## config.mk

```make
export PLATFORM = sky130hd
export DESIGN_NAME = supply_monitor_ctrl
export DESIGN_NICKNAME = d
export VERILOG_FILES = /design/src/inc/supply_monitor_pkg.sv /design/src/logic/supply_monitor_ctrl.sv
export SDC_FILE = /design/constraint.sdc
export NUM_CORES = 1
export LEC_CHECK = 0
export BUFFER_PORTS_ARGS = -buffer_cell sky130_fd_sc_hd__buf_2
export CELL_PAD_IN_SITES_DETAIL_PLACEMENT = 0
export CELL_PAD_IN_SITES_GLOBAL_PLACEMENT = 1
export CORE_MARGIN = 2
export CORE_UTILIZATION = 35
export DETAILED_ROUTE_END_ITERATION = 6
export PLACE_DENSITY_LB_ADDON = 0.1
export REMOVE_ABC_BUFFERS = 1
export SYNTH_ARGS = -nofsm -noshare
export SYNTH_HDL_FRONTEND = slang
export SYNTH_SLANG_ARGS = --single-unit
```

## constraint.sdc

```tcl
create_clock -name clk -period 1.7 [get_ports clk]
set_input_delay 0.17 -clock clk [delete_from_list [all_inputs] [get_ports clk]]
set_output_delay 0.17 -clock clk [all_outputs]
set_load 0.01 [all_outputs]
```

## src/inc/supply_monitor_pkg.sv

```systemverilog
package supply_monitor_pkg;

    // Register offsets, as byte addresses on the plain register port.
    localparam logic [15:0] LEVEL_SEL_OFFSET = 16'h3F66;
    localparam logic [15:0] CTRL_STATUS_OFFSET = 16'h3F67;
    localparam logic [15:0] FILTER_CTRL_OFFSET = 16'h3F68;

    // Field positions.
    localparam int ENABLE_BIT = 0;
    localparam int ABOVE_BIT = 1;
    localparam int FILTER_EN_BIT = 0;
    localparam int SAMPLE_SEL_LSB = 1;
    localparam int LEVEL_LSB = 0;

    // Reset values.
    localparam logic [7:0] CTRL_RESET = 8'h00;
    localparam logic [7:0] FILTER_RESET = 8'h00;
    localparam logic [4:0] LEVEL_RESET = 5'h00;

    // Sample clock select codes.
    localparam logic [2:0] SEL_FAST = 3'h0;
    localparam logic [2:0] SEL_SLOW = 3'h7;
    localparam int FIRST_DIV_EXP = 5;
    localparam int DIV_BITS = 10;

    // Enable settling time that software must respect after enabling.
    localparam real SETTLE_MS = 1.5;
    localparam real CLK_MHZ = 125.0;
    localparam int SETTLE_CYCLES = int'(SETTLE_MS * 1000.0 * CLK_MHZ);

    // Register bus request carried as one group.
    typedef struct packed {
        logic [15:0] addr;
        logic [7:0] wdata;
        logic wr;
        logic rd;
    } reg_req_s;

    // Control fields held by the block.
    typedef struct packed {
        logic [4:0] level;
        logic enable;
        logic [2:0] sample_sel;
        logic filter_en;
    } ctrl_s;

endpackage

```

## src/logic/supply_monitor_ctrl.sv

```systemverilog
// Added by the designer: the plain strobed port.
`timescale 1ns/1ps
// How it works
// - Bit 1 of the control/status register reads 1 when the supply is above the threshold, else 0.
// - Bit 0 of the control/status register enables detection when 1 and disables it when 0.
// - The above flag is not sticky; it follows the comparator and may change after an interrupt.
// - The filter control register inserts an optional noise filter and sets its sampling rate.
// - Sample select 000 is the fast clock, 001-110 divide it by 2^5-2^10, 111 is the slow clock.
// - Bit 0 of the filter control register bypasses the filter at 0 and inserts it at 1.
// - A rising crossing raises an interrupt that works with the CPU stopped.
// - Level code 01100 selects a 2.0 V threshold, passed straight to the reference.
// - While disabled, no interrupt is raised and the above flag holds its value.
// - While enabled, a falling crossing raises the interrupt and clears the flag.
// - While enabled, a rising crossing raises the interrupt and sets the flag.
module supply_monitor_ctrl
    import supply_monitor_pkg::*;
(
    input wire logic clk,
    input wire logic rst,
    input wire reg_req_s req,
    output logic [7:0] rdata,
    input wire logic comp_above,
    input wire logic slow_clk_in,
    output logic detector_enable,
    output logic [4:0] threshold_level_sel,
    output logic supply_cross_irq
);

    // Returns one when the divider wraps for the selected power of two.
    function automatic logic div_tick(input logic [DIV_BITS-1:0] cnt, input logic [2:0] sel);
        logic [DIV_BITS-1:0] mask;
        mask = '0;
        for (int i = 0; i < DIV_BITS; i++)
        begin
            if (i < int'(sel) + FIRST_DIV_EXP - 1)
            begin
                mask[i] = 1'b1;
            end
        end
        div_tick = ((cnt & mask) == mask);
    endfunction

    // True when a request carries the given strobe for the given register offset.
    function automatic logic reg_hit(input logic strobe, input logic [15:0] addr,
        input logic [15:0] offset);
        reg_hit = strobe && (addr == offset);
    endfunction

    ctrl_s ctrl;
    ctrl_s next_ctrl;
    logic [1:0] comp_sync;
    logic [1:0] slow_sync;
    logic slow_prev;
    logic [DIV_BITS-1:0] div_cnt;
    logic [DIV_BITS-1:0] next_div_cnt;
    logic [1:0] samples;
    logic [1:0] next_samples;
    logic filt;
    logic next_filt;
    logic above;
    logic next_above;
    logic [7:0] next_rdata;
    logic next_irq;
    logic sample_en;
    logic level_in;
    logic [1:0] next_comp_sync;
    logic [1:0] next_slow_sync;
    logic next_slow_prev;

    // Shifts the comparator and the slow clock into two-stage synchronisers.
    // Only the second stage is read further on, which keeps metastability out of the logic.
    always_comb
    begin
        next_comp_sync = {comp_sync[0], comp_above};
        next_slow_sync = {slow_sync[0], slow_clk_in};
        next_slow_prev = slow_sync[1];
    end

    // Synchroniser registers for the comparator and the slow clock.
    always_ff @(posedge clk)
    begin
        if (rst)
        begin
            comp_sync <= 2'h0;
            slow_sync <= 2'h0;
            slow_prev <= 1'b0;
        end
        else
        begin
            comp_sync <= next_comp_sync;
            slow_sync <= next_slow_sync;
            slow_prev <= next_slow_prev;
        end
    end

    // Register writes update the control fields.
    always_comb
    begin
        next_ctrl = ctrl;
        if (reg_hit(req.wr, req.addr, LEVEL_SEL_OFFSET))
        begin
            next_ctrl.level = req.wdata[LEVEL_LSB +: 5];
        end
        if (reg_hit(req.wr, req.addr, CTRL_STATUS_OFFSET))
        begin
            next_ctrl.enable = req.wdata[ENABLE_BIT];
        end
        if (reg_hit(req.wr, req.addr, FILTER_CTRL_OFFSET))
        begin
            next_ctrl.filter_en = req.wdata[FILTER_EN_BIT];
            next_ctrl.sample_sel = req.wdata[SAMPLE_SEL_LSB +: 3];
        end
    end

    // Sample enable from the selected clock source.
    always_comb
    begin
        next_div_cnt = div_cnt + 1'b1;
        case (ctrl.sample_sel)
            SEL_FAST: sample_en = 1'b1;
            SEL_SLOW: sample_en = slow_sync[1] & ~slow_prev;
            default: sample_en = div_tick(div_cnt, ctrl.sample_sel);
        endcase
    end

    // Two-sample noise filter and the unfiltered bypass.
    always_comb
    begin
        next_samples = samples;
        next_filt = filt;
        if (sample_en)
        begin
            next_samples = {samples[0], comp_sync[1]};
            if (next_samples[1] == next_samples[0])
            begin
                next_filt = next_samples[0];
            end
        end
        level_in = ctrl.filter_en ? filt : comp_sync[1];
    end

    // Flag tracking, crossing pulse and read data.
    // Enabling while the level already differs from the flag gives one pulse at once;
    // software keeps the interrupt masked through the settling time to hide it.
    always_comb
    begin
        next_above = above;
        next_irq = 1'b0;
        if (ctrl.enable && level_in != above)
        begin
            next_above = level_in;
            next_irq = 1'b1;
        end
        next_rdata = 8'h00;
        if (req.rd)
        begin
            case (req.addr)
                LEVEL_SEL_OFFSET: next_rdata = {3'h0, ctrl.level};
                CTRL_STATUS_OFFSET: next_rdata = {6'h00, above, ctrl.enable};
                FILTER_CTRL_OFFSET: next_rdata = {4'h0, ctrl.sample_sel, ctrl.filter_en};
                default: next_rdata = 8'h00;
            endcase
        end
    end

    // Control fields and their copies towards the analogue side.
    // The copies load from the next values, so they never lag the stored fields.
    always_ff @(posedge clk)
    begin
        if (rst)
        begin
            ctrl <= '{level: LEVEL_RESET, enable: CTRL_RESET[ENABLE_BIT],
                      sample_sel: FILTER_RESET[SAMPLE_SEL_LSB +: 3],
                      filter_en: FILTER_RESET[FILTER_EN_BIT]};
            detector_enable <= CTRL_RESET[ENABLE_BIT];
            threshold_level_sel <= LEVEL_RESET;
        end
        else
        begin
            ctrl <= next_ctrl;
            detector_enable <= next_ctrl.enable;
            threshold_level_sel <= next_ctrl.level;
        end
    end

    // Free-running divider that paces the slower sample rates.
    always_ff @(posedge clk)
    begin
        if (rst)
        begin
            div_cnt <= '0;
        end
        else
        begin
            div_cnt <= next_div_cnt;
        end
    end

    // Filter sample history and the filtered level.
    always_ff @(posedge clk)
    begin
        if (rst)
        begin
            samples <= 2'h0;
            filt <= 1'b0;
        end
        else
        begin
            samples <= next_samples;
            filt <= next_filt;
        end
    end

    // Monitor flag, crossing pulse and read data.
    always_ff @(posedge clk)
    begin
        if (rst)
        begin
            above <= 1'b0;
            rdata <= 8'h00;
            supply_cross_irq <= 1'b0;
        end
        else
        begin
            above <= next_above;
            rdata <= next_rdata;
            supply_cross_irq <= next_irq;
        end
    end

endmodule

```

Word-level counts from Yosys, hierarchy flattened
Index checks and enable logic that the tools add are counted.
{"block": "word_totals", "memories": 0, "ff_bits": 37, "romBits": 0, "latchBits": 0, "elab_cells": 69, "input_bits": 30, "ramBits": 0, "out_inout_bits": 15}
{"block": "op_classes", "n_div": 0, "bitwise": 4, "addsub": 3, "n_mul": 0, "n_reduce_logical": 8, "eq_ne": 7, "order_cmp": 10, "muxes": 24, "shifts": 0}
{"cell": "$eq 16x14->1 const B", "count": 3}
{"cell": "$mux 1", "count": 22}
{"cell": "$lt 4x5->1 const A", "count": 4}
{"cell": "$pmux 5 s3", "count": 1}
{"cell": "$add 10x1->10 const B", "count": 1}
{"cell": "$and 10x10->10", "count": 1}
{"cell": "$eq 10x10->1", "count": 1}
{"cell": "$lt 3x5->1 const A", "count": 2}
{"cell": "$lt 5x5->1 const A", "count": 2}
{"cell": "$lt 1x5->1 const A", "count": 1}
{"cell": "$lt 2x5->1 const A", "count": 1}
{"cell": "$sub 4x1->5 const B", "count": 1}
{"cell": "$add 3x3->4 const B", "count": 1}
{"cell": "$logic_and 1x1->1", "count": 4}
{"cell": "$reduce_or 2->1", "count": 2}
{"cell": "$eq 3x3->1 const B", "count": 1}
{"cell": "$logic_not 3->1", "count": 1}
{"cell": "$not 1->1", "count": 2}
{"cell": "$pmux 1 s2", "count": 1}
{"cell": "$reduce_and 2->1", "count": 1}
{"cell": "$and 1x1->1", "count": 1}
{"cell": "$eq 1x1->1", "count": 1}
{"cell": "$ne 1x1->1", "count": 1}

Longest topological paths before layout
Gate-level depths: netlist (run 1).
{"block": "depth", "ltp_word": 9, "ltp_mapped": 6, "ltp_nobuf": 6}

Worst setup path before layout (run 1)
Ideal clock, no wire load.
{"block": "synth_path", "path_kind": "register -> register", "startpoint": "register div_cnt[0]", "endpoint": "register filt", "slack_ns": 0.309, "setup_ns": 0.074, "n_path_buf": 0, "arrival_ns": 1.317, "period_less_slack_ns": 1.391, "required_time_ns": 1.626, "path_stages_with_launch": 7, "path_cell_list": "dfxtp_1 ha_1 and3_1 o21ai_0 a221oi_1 o211ai_1 a31oi_1"}
{"block": "synth_between", "elab_chain_len": 4}
{"element": "from (decl)", "line_no": "supply_monitor_ctrl.sv:54", "text": "logic [DIV_BITS-1:0] div_cnt;"}
{"element": "from (signal assigned)", "line_no": "supply_monitor_ctrl.sv:195", "text": "div_cnt <= next_div_cnt;"}
{"element": "$and 10x10->10", "line_no": "supply_monitor_ctrl.sv:40", "text": "div_tick = ((cnt & mask) == mask);"}
{"element": "$eq 10x10->1", "line_no": "supply_monitor_ctrl.sv:40"}
{"element": "$pmux 1 s2", "line_no": "supply_monitor_ctrl.sv:119", "text": "case (ctrl.sample_sel)"}
{"element": "$reduce_and 2->1 (no source line)"}
{"element": "to (signal assigned)", "line_no": "supply_monitor_ctrl.sv:210", "text": "filt <= next_filt;"}
{"element": "to (decl)", "line_no": "supply_monitor_ctrl.sv:58", "text": "logic filt;"}
No other way between the ends.
A chain may end at the register's enable or synchronous reset.

Worst setup path after layout (run 1)
Same ends and word-level chain as after synthesis.

==> results.md, run 1 <==
- N_diodes: 0
- PnR worst setup slack: 177.1 ps
- Fin. max-slew vios: 0
- NetSw: 0.3308 mW
- Clock tree from TritonCTS: built
- Comb power frac: 0.060
- Placed Cells: approximately 250
- Antenna-violating nets left: 0
- CP endpoint kind: flop
- RSZ-0062 raised after global routing: false
- Hold WC Path Type: in2reg
- Pre-CTS setup slack: ~100 ps
- Min cycle time layout: 1523 ps
- #FFs+latches synth: 34
- Post-synth EDFFs: 0
- Vias: 1299
- Routed WL per cell: 13.36 µm
- Outcome: completed
- Max Fanout on Critical Path: 3
- Synthesized area per cell: ~9.2 µm²
- Grt ovf: 0
- Sw Ratio: 0.2194
- Total power: 1.508 mW
- First-pass GRT wire length: 5927 µm
- Ys Warns: 0
- Clock slew at reported path FFs: 60 ps
- Max cap viols: 0
- CTS H-Tree Depth: 2
- Clock power frac: 0.400
- Max Fclk: 656.6 MHz
- Final cycle utilization of the critical path: 0.8958
- Crit path launch type: flop
- Arrival @ worst endpoint: roughly 1700 ps
- Die area: 4860 µm²
- Drt initial violations: 71
- Clock skew: 6.256 ps
- DR pass1 iterations: 4
- Final #Nets: 234
- TritonCTS Buffers: 5
- # hold bufs at CTS: 0
- Synth top area cells: dfxtp_1 45%, nand3_1 5.3%, nor2_1 4.2%, buf_4 4.0%, xor2_1 3.5%
- Flop pwr share: 0.540
- Peak supply drop: 0.0004167 V
- Layout cell share with drive strength beyond 1: 0.2794
- Cell Int Power: 1.177 mW
- Starting Density: 0.3699
- Area growth syn-to-layout: 20.20%
- TNS Setup: 0 ps
- Post-synth ARST share: 0
- Clk buf depth: 2
- Core area: between 4000 and 5000 µm²
- DRC Markers: 0
- Via density: 5.114
- Largest net degree at the start of global routing: 31
- WL final: between 3000 and 4000 µm
- Final Hold Vio Count: 0
- Sink Count: 34
- Vias in the first global route: about 1300
- Core Rows: 23
- Dpl hpwl: around 2600 µm
- IO buf count: 38
- Final setup fails: 0
- Mapped cell area: between 1500 and 2000 µm²
- Die Y: 69.72 µm
- GRT Util Overall: 0.1539
- Lkg Pwr: 0.7232 nW
- Pwr dens: 829.8 nW/µm²
- Clk Latency, worst-skew pair: 280 ps
- Setup CP Type: reg2reg
- Seq/Total Area, Yosys: 0.4503
- Root Buffer: clkbuf_8
- Gpl congestion: 0.7978
- Finished Layout Cells: 254
- Synth area leader: dfxtp_1
- I/O pins: 45
- WHS: between 90 and 100 ps
- Antenna violations before repair: 0
- Area share of the largest cell type after synthesis: 0.4503
- Critical Path RT: 1900 ps
- Ys flop type: dfxtp_1
- Synth unique cells: between 40 and 50
- Synth Instances: 165
- Die width: 69.72 µm
-- worst max-delay path, stage by stage (launching register included) --
cell and delay [ps]:
dfxtp_1 360, ha_1 190, and3_1 190, o21ai_0 110, a221oi_1 300, o211ai_1 130, a31oi_1 180
-- cells in the mapped netlist, types with 2 or more instances --
cell type / number
a21oi_1: 10
a222oi_1: 2
a22oi_1: 2
buf_4: 8
clkbuf_1: 3
dfxtp_1: 34
inv_1: 3
mux2i_1: 2
nand2_1: 12
nand3_1: 16
nand4_1: 2
nand4b_1: 2
nand4bb_1: 2
nor2_1: 17
nor2b_1: 8
nor4_1: 2
o21ai_0: 4
o31ai_1: 2
xnor2_1: 3
xor2_1: 6
-- cells in the final DEF, fill, tap and decap left out, drive strengths merged, types with 3 or more instances in the layout --
| cell type | instances |
|---|---|
| nor2 | 18 |
| nand3 | 16 |
| xnor2 | 3 |
| inv | 3 |
| buf | 43 |
| xor2 | 6 |
| nand4b | 3 |
| nor2b | 8 |
| conb | 3 |
| nand2 | 12 |
| clkbuf | 7 |
| o21ai | 4 |
| a21oi | 10 |
| dfxtp | 34 |
-- sequential cells by signal, indices dropped and copies added (netlist names) --
signal and count:
slow_prev 1, slow_sync 2, rdata 5, div_cnt 10, samples 1, comp_sync 2
ctrl 10, above 1, filt 1, supply_cross_irq 1
-- path summary, 6_finish.rpt --
path / end / slack, ps / cells past startpoint / startpoint
setup / recovery: filt$_SDFFE_PP0P_ / 180 / 6 / div_cnt[0]$_SDFF_PP0_
setup reg to reg: filt$_SDFFE_PP0P_ / 180 / 6 / div_cnt[0]$_SDFF_PP0_
hold reg to reg: slow_sync[1]$_SDFF_PP0_ / 450 / 1 / slow_sync[0]$_SDFF_PP0_
hold / removal: comp_sync[0]$_SDFF_PP0_ / 100 / 2 / comp_above
-- power groups by stage --
| stage | Clock (mW) | Sequential (mW) | Combinational, mW |
|---|---|---|---|
| 6_report | 0.603 | 0.814 | 0.0900 |
| 5_1_grt | 0.669 | 0.815 | 0.100 |
| 4_1_cts | 0.626 | 0.814 | 0.0908 |
| 3_5_place_dp | 0 | 0.833 | 0.0902 |
| 3_3_place_gp | 0 | 0.832 | 0.0872 |
| 2_1_floorplan | 0 | 0.831 | 0.0301 |
-- stage by stage --
| stage | utilization | area (µm²) |
|---|---|---|
| after floorplan | - | 1434 |
| after global placement | 0.4219 | 1724 |
| after detailed placement | 0.4219 | 1724 |
| after CTS | 0.4443 | 1815 |
| after global routing | 0.4446 | 1817 |
| final | 0.4446 | 1817 |
-- cell type report --
type,instances,area (µm²)
fillers,418,2270
multi-input cells,116,742.0
clock buffers,7,86.33
well taps,50,62.56
clock inverters,1,5.005
flip-flops and latches,34,681.9
inverters,3,11.26
repair buffers,43,227.7
-- cell families (layout without fill, tap and decap cells) --
logic type | Yosys count | after routing | share of synthesized area
simple gates | 74 | 74 | 0.2914
mux | 2 | 2 | 0.01325
buf+inv | 17 | 54 | 0.06373
compound gates | 27 | 27 | 0.1184
fa+ha+maj | 1 | 1 | 0.008277
flops | 34 | 34 | 0.4503
other cells | 1 | 3 | 0.002481
xor+xnor | 9 | 9 | 0.05216
-- routing by layer --
metal,up-vias,share of wire,track usage
li1,653,-,-
met1,607,0.45,0.1753
met2,35,0.48,0.2618
met3,4,0.056,0.05959
met4,0,0.011,0.05556
met5,-,0,0
-- what timing repair did --
item,CTS,global route
setup endpoints to repair,0,1
setup buffers,0,0
resized for setup,0,1
Power figures use the tool's default switching activity.
==> run 2: changes to the inputs <==
ABC_AREA = 1   (was default)
CTS_BUF_LIST = sky130_fd_sc_hd__clkbuf_2   (was default)
PLACE_DENSITY = 0.8   (was default)
PLACE_DENSITY_LB_ADDON = default   (was 0.1)
==> run 2 against run 1 <==
Compared with the run above: global-route usage down 2.0 points; register-to-register slack better by 96 ps; design area up 10%; final cell count up 25%; flip-flop and latch count unchanged; critical path depth up 3; synthesized cell count up 33%; sequential power about the same; core utilization down 1.5 points; synthesized area up 10%; clock power up 14%; critical path type unchanged; largest cell class unchanged.
==> results.md, run 2 <==
- Clock power frac: 0.427 (+0.027)
- Dpl hpwl: 2474 µm (-4.0%)
- Max cap viols: 0 (unchanged)
- Placed Cells: 305 (+24%)
- Finished Layout Cells: 317 (+25%)
- Slowest-stage cell, CP: dfxtp_1
- Clk buf depth: 2 (unchanged)
- N_diodes: 0 (unchanged)
- TritonCTS Buffers: 5 (unchanged)
- Fin. max-slew vios: 0 (unchanged)
- Most used cell, CP: nand2_1
- Top delay family on crit path: simple AND/OR/NAND/NOR gates
- Vias in the first global route: 1297 (-2.2%)
- Most numerous cell in the Yosys netlist: nand2_1
- Min cycle time layout: 1427 ps (-95.56 ps)
- Hold Crit Endpoint: ctrl[9]$_SDFFE_PP0P_
- Critical Path RT: 2030 ps (+130 ps)
- Sw Ratio: 0.2189 (-0.0005273)
- Final setup fails: 0 (unchanged)
- Area growth syn-to-layout: 20.39%
- Clock skew: 26.68 ps (+20.43 ps)
- Clk Latency, worst-skew pair: 380 ps (+100 ps)
- Clock tree from TritonCTS: built
- #FFs+latches synth: 34 (unchanged)
- Gpl congestion: 0.7822 (-2.0%)
- NetSw: 0.3511 mW (+6.1%)
- Pwr dens: 801.3 nW/µm² (-3.4%)
- Routed WL per cell: 9.991 µm (-25%)
- Reg2reg end: filt$_SDFFE_PP0P_
- Outcome: completed
- Critical path cell sequence: ha_1 -> nand2_1 -> nor2_2 -> nand2_1 -> nor2_1 -> nand3_1 -> nand2_1 -> nand3_1 -> a21oi_1
- Core Rows: 25 (+8.7%)
- Max Fanout on Critical Path: 4 (+1)
- Synth top cells by count: 44 x nand2_1, 34 x dfxtp_1, 34 x nor2_1
- Biggest registers after layout: ctrl x10, div_cnt x10, rdata x5
- Starting Density: 0.3568 (-0.01309)
- IO buf count: 38 (unchanged)
- Antenna-violating nets left: 0 (unchanged)
- CTS H-Tree Depth: 2 (unchanged)
- First-pass GRT wire length: 5423 µm (-8.5%)
- DR pass1 iterations: 6 (+2)
- Commonest cells after routing, fill and taps aside: 44 x nand2_1, 38 x buf_2, 34 x nor2_1, 34 x dfxtp_1, 24 x inv_1
- Arrival @ worst endpoint: 1750 ps (+20 ps)
- Crit path launch type: flop
- DRC Markers: 0 (unchanged)
- TNS Setup: 0 ps (unchanged)
- Antenna violations before repair: 0 (unchanged)
- Synth area leader: dfxtp_1
- WL final: 3167 µm (-6.7%)
- Hold Startpoint: req[6]
- Vias: 1399 (+7.7%)
- Final Hold Vio Count: 0 (unchanged)
- Ys flop type: dfxtp_1
- CP Buf/Inv Count: 0 (unchanged)
- Sink Count: 34 (unchanged)
- Post-synth EDFFs: 0 (unchanged)
- I/O pins: 45 (unchanged)
- Total power: 1.604 mW (+6.4%)
- Max Fclk: 700.6 MHz (+6.7%)
- Setup CP Type: reg2reg
- Cell Int Power: 1.253 mW (+6.5%)
- Final #Nets: 293 (+25%)
- Register-to-Register Path Depth: 9 (+3)
- Lkg Pwr: 0.8148 nW (+13%)
- WHS: 35.75 ps (-63.38 ps)
- Final cycle utilization of the critical path: 0.8396 (-0.05621)
- Clock slew at reported path FFs: 190 ps (+130 ps)
- Die area: 5318 µm² (+9.4%)
- Root Buffer: clkbuf_2
- R2r setup slk: 270 ps (+100 ps)
- Mapped cell area: 1663 µm² (+10%)
- Peak supply drop: 0.0003723 V (-11%)
- Flop pwr share: 0.509 (-0.031)
- CP endpoint kind: flop
- Seq/Total Area, Yosys: 0.4093 (-0.04100)
- Worst reg2reg path startpoint: div_cnt[0]$_SDFF_PP0_
- Most common library cell in the layout ignoring fill and taps: nand2_1
- Hold Path Stages: 3 (+1)
- Layout cell share with drive strength beyond 1: 0.2966 (+0.01717)
- Synth Instances: 220 (+33%)
- Synthesized area per cell: 7.558 µm² (-17%)
- Largest net degree at the start of global routing: 22 (-29%)
- Grt ovf: 0 (unchanged)
- Hold WC Path Type: in2reg
- Synth unique cells: 34 (-24%)
- Area share of the largest cell type after synthesis: 0.4093 (-0.04100)
- Ys Warns: 0 (unchanged)
- Post-synth ARST share: 0 (unchanged)
- GRT Util Overall: 0.1336 (-0.02036)
- RSZ-0062 raised after global routing: false
- Die width: 72.93 µm (+4.6%)
- Synth top area cells: dfxtp_1 41%, nand2_1 9.9%, nor2_1 7.7%, inv_1 5.4%, a21oi_1 4.2%
- Comb power frac: 0.064 (+0.004)
- Die Y: 72.93 µm (+4.6%)
- Via density: 4.413 (-14%)
- Slowest stage delay, CP: 390 ps (+30 ps)
- Drt initial violations: 75 (+5.6%)
- Core area: 4661 µm² (+14%)
run 2: cell types whose count changed in the layout (fill, tap and decap cells not counted), moves of 5 or more:
cell and change:
clkbuf_2 +5, nor2b_1 -8, nand2_1 +32, nor2_1 +17, nor2_2 +5, xor2_1 -5, a21oi_2 +6, inv_1 +21
clkbuf_8 -6, nand3_1 -7
run 2: logic make-up after synthesis:
group                      after synthesis  synth area share
xor gates and xnor gates                 2           0.01054
other                                    1          0.002255
DFF                                     34            0.4093
adders and majority gates                1          0.007523
AOI/OAI and AO/OA                       33            0.1174
buffers and inverters                   40            0.1121
and+or+nand+nor                        109            0.3409
run 2: worst max path at each step:
stage | start | to | depth (start not counted)
floorplan | div_cnt[0]$_SDFF_PP0_ | filt$_SDFFE_PP0P_ | 10
finish | div_cnt[0]$_SDFF_PP0_ | filt$_SDFFE_PP0P_ | 9
detailed placement | div_cnt[0]$_SDFF_PP0_ | filt$_SDFFE_PP0P_ | 10
CTS | div_cnt[0]$_SDFF_PP0_ | filt$_SDFFE_PP0P_ | 9
global placement | div_cnt[0]$_SDFF_PP0_ | filt$_SDFFE_PP0P_ | 10
global route | div_cnt[0]$_SDFF_PP0_ | filt$_SDFFE_PP0P_ | 9
run 2: metal layers:
layer,track usage,wire [µm],vias to the layer above,share of wire
met5,0,0,-,0
met4,0.04733,40,0,0.013
met3,0.04972,151,5,0.048
met2,0.2101,1461,32,0.46
met1,0.1680,1514,595,0.48
li1,-,-,767,-
run 2: through the flow:
step | utilization | setup slack, ps | area [µm²]
2_1_floorplan | - | 433.4 | 1603
3_3_place_gp | 0.4008 | 317.3 | 1868
3_5_place_dp | 0.4008 | 301.8 | 1868
4_1_cts | 0.4252 | 273.6 | 1982
5_1_grt | 0.4295 | 73.12 | 2002
6_report | 0.4295 | 272.6 | 2002
run 2: cell type report:
cell class                      instances  area (µm²)
Tap cell                               54       67.56
Multi-Input combinational cell        148       803.3
Fill cell                             482        2659
Timing Repair Buffer                   43       237.7
Clock inverter                          3       68.82
Sequential cell                        34       680.7
Clock buffer                            5       25.02
Inverter                               30       118.9
run 2: repair_timing:
action | CTS | global route
buffers inserted | 0 | 0
gates resized for setup | 0 | 0
hold endpoints to repair | 2 | 2
hold buffers | 2 | 2
run 2: worst register-to-register path: cells and delay by family, from the launching register on:
family,cells,cell delay (ps)
adders and majority gates,1,170
AOI/OAI and AO/OA,1,140
DFF,1,390
and+or+nand+nor,7,680
run 2: power by group through the flow:
stage                     Clock, mW  Sequential [mW]  Combinational (mW)
final                         0.685            0.816               0.103
after global routing          0.736            0.818               0.118
after floorplan                   0            0.831              0.0400
after CTS                     0.705            0.817               0.101
after detailed placement          0            0.833              0.0970
after global placement            0            0.832              0.0956
==> run 3: changes to the inputs <==
clock period = 1.5 ns   (was 1.7 ns; I/O delays follow)
==> run 3 against run 2 <==
Compared with the run above: core utilization down 0.54 points; clock power down 43%; largest cell class unchanged; first-iteration DRC count down 17%; combinational power up 17%; final cell count up 0.63%; design area down 1.2%; flip-flop and latch count unchanged; clock skew down 17 ps; die area unchanged; maximum frequency up 7.7%.
==> results.md, run 3 (synthesized netlist as in run 2, its figures left out) <==
- Crit path launch type: flop
- CP endpoint kind: flop
- IO buf count: 38 (unchanged)
- First-pass GRT wire length: 5595 µm (+3.2%)
- Most common library cell in the layout ignoring fill and taps: nand2_1
- Gpl congestion: 0.7680 (-1.8%)
- Die Y: 72.93 µm (unchanged)
- Grt ovf: 0 (unchanged)
- Clock power frac: 0.272 (-0.155)
- PnR worst setup slack: 174.2 ps (-98.47 ps)
- DRC Markers: 0 (unchanged)
- Final core occ: 0.4242 (-0.005369)
- Reg2reg end: filt$_SDFFE_PP0P_
- Cell Int Power: 1.070 mW (-15%)
- Outcome: completed
- Sw Ratio: 0.2542 (+0.03533)
- Root Buffer: clkbuf_2
- R2r setup slk: 170 ps (-100 ps)
- Top delay family on crit path: simple AND/OR/NAND/NOR gates
- Biggest registers after layout: ctrl x10, div_cnt x10, rdata x5
- WL final: 3185 µm (+0.57%)
- Slowest stage delay, CP: 370 ps (-20 ps)
- Max cap viols: 0 (unchanged)
- Worst reg2reg path startpoint: div_cnt[0]$_SDFF_PP0_
- Most used cell, CP: nand2_1
- Final setup fails: 0 (unchanged)
- Routed WL per cell: 9.984 µm (about the same)
- Die area: 5318 µm² (unchanged)
- Slowest-stage cell, CP: dfxtp_2
- Max Fanout on Critical Path: 3 (-1)
- Clock slew at reported path FFs: 170 ps (-20 ps)
- Clk Latency, worst-skew pair: 360 ps (-20 ps)
- Commonest cells after routing, fill and taps aside: 42 x nand2_1, 38 x buf_2, 34 x nor2_1, 32 x dfxtp_1, 24 x inv_1
- CTS H-Tree Depth: 2 (unchanged)
- Register-to-Register Path Depth: 10 (+1)
- GRT Util Overall: 0.1354 (+0.001824)
- Final Hold Vio Count: 0 (unchanged)
- RSZ-0062 raised after global routing: false
- Final cycle utilization of the critical path: 0.8839 (+0.04426)
- Dpl hpwl: 2462 µm (-0.49%)
- TNS Setup: 0 ps (unchanged)
- Vias: 1408 (+0.64%)
- Flop pwr share: 0.645 (+0.136)
- DR pass1 iterations: 6 (unchanged)
- Min cycle time layout: 1326 ps (-101.5 ps)
- Core area: 4661 µm² (unchanged)
- Max Fclk: 754.2 MHz (+7.7%)
- Die width: 72.93 µm (unchanged)
- # fillers: 488 (+1.2%)
- Layout cell share with drive strength beyond 1: 0.3057 (+0.009082)
- NetSw: 0.3646 mW (+3.9%)
- N_diodes: 0 (unchanged)
- Hold Startpoint: req[3]
- Area of placed instances: 1868 µm² (unchanged)
- Hold Path Stages: 3 (unchanged)
- Critical path cell sequence: ha_2 -> nand2_2 -> nor2_4 -> nand2_1 -> nor2_1 -> nand3_1 -> nand2_2 -> nand2_1 -> nand2_1 -> a21oi_1
- Pwr dens: 725.6 nW/µm² (-9.4%)
- Clock skew: 9.906 ps (-16.78 ps)
- Arrival @ worst endpoint: 1590 ps (-160 ps)
- Antenna-violating nets left: 0 (unchanged)
- Vias in the first global route: 1294 (-0.23%)
- Antenna violations before repair: 0 (unchanged)
- Setup CP Type: reg2reg
- Clk buf depth: 2 (unchanged)
- Clock tree from TritonCTS: built
- Starting Density: 0.3568 (unchanged)
- TritonCTS Buffers: 5 (unchanged)
- Hold WC Path Type: in2reg
- Drt initial violations: 62 (-17%)
- CP Buf/Inv Count: 0 (unchanged)
- Peak supply drop: 0.0003720 V (about the same)
- Largest net degree at the start of global routing: 22 (unchanged)
- Finished Layout Cells: 319 (+0.63%)
- Placed Cells: 305 (unchanged)
- Fin. max-slew vios: 0 (unchanged)
- Via density: 4.414 (about the same)
- Final #Nets: 295 (+0.68%)
- Hold Crit Endpoint: ctrl[1]$_SDFFE_PP0P_
- Critical Path RT: 1760 ps (-270 ps)
- Pre-CTS setup slack: 93.90 ps (-207.9 ps)
- Area growth syn-to-layout: 18.89%
- Lkg Pwr: 0.7984 nW (-2.0%)
- Sink Count: 34 (unchanged)
- Post-route cell area: 1977 µm² (-1.2%)
- WHS: 33.30 ps (-2.450 ps)
- Comb power frac: 0.084 (+0.020)
- I/O pins: 45 (unchanged)
- Total power: 1.434 mW (-11%)
- Core Rows: 25 (unchanged)
==> run 3: how the worst max path moves through the flow <==
stage | from | endpoint | slack [ps] | cells past startpoint
final | div_cnt[0]$_SDFF_PP0_ | filt$_SDFFE_PP0P_ | 170 | 10
after global routing | div_cnt[0]$_SDFF_PP0_ | filt$_SDFFE_PP0P_ | 10 | 10
after CTS | div_cnt[0]$_SDFF_PP0_ | filt$_SDFFE_PP0P_ | 70 | 9
after detailed placement | div_cnt[0]$_SDFF_PP0_ | filt$_SDFFE_PP0P_ | 90 | 10
after global placement | div_cnt[0]$_SDFF_PP0_ | filt$_SDFFE_PP0P_ | 120 | 10
after floorplan | div_cnt[0]$_SDFF_PP0_ | filt$_SDFFE_PP0P_ | 230 | 10
==> run 3: power by group through the flow <==
| stage | Combinational [mW] | Clock (mW) | Sequential [mW] |
|---|---|---|---|
| after floorplan | 0.0453 | 0 | 0.942 |
| after global placement | 0.109 | 0 | 0.943 |
| after detailed placement | 0.110 | 0 | 0.943 |
| after CTS | 0.118 | 0.414 | 0.924 |
| after global routing | 0.138 | 0.448 | 0.927 |
| final | 0.120 | 0.390 | 0.925 |
==> run 3: area by class of cell <==
cell class | count | area [µm²] | area share
inverter | 30 | 118.9 | 0.06013
tap | 54 | 67.56 | 0.03418
clock buffer | 5 | 25.02 | 0.01266
multi-input combinational | 148 | 815.8 | 0.4127
timing repair buffer | 45 | 255.2 | 0.1291
sequential | 34 | 683.2 | 0.3456
clock inverter | 3 | 11.26 | 0.005696
==> run 3: per-layer routing <==
| metal | track usage | part of all wire |
|---|---|---|
| met1 | 0.1715 | 0.48 |
| met2 | 0.2081 | 0.46 |
| met5 | 0 | 0 |
| met4 | 0.05761 | 0.023 |
| met3 | 0.04834 | 0.038 |
==> run 3: what timing repair did <==
| item | CTS | global route |
|---|---|---|
| hold endpoints to repair | 4 | 1 |
| setup endpoints to repair | 0 | 2 |
| hold buffers | 4 | 1 |
| gates resized for setup | 0 | 6 |
| setup buffers | 0 | 1 |
==> run 3: worst reg2reg max path, delay by kind of cell, from the launching register on <==
kind	cells	cell delay [ps]
simple gates	8	620
flops	1	370
fa+ha+maj	1	180
compound gates	1	60
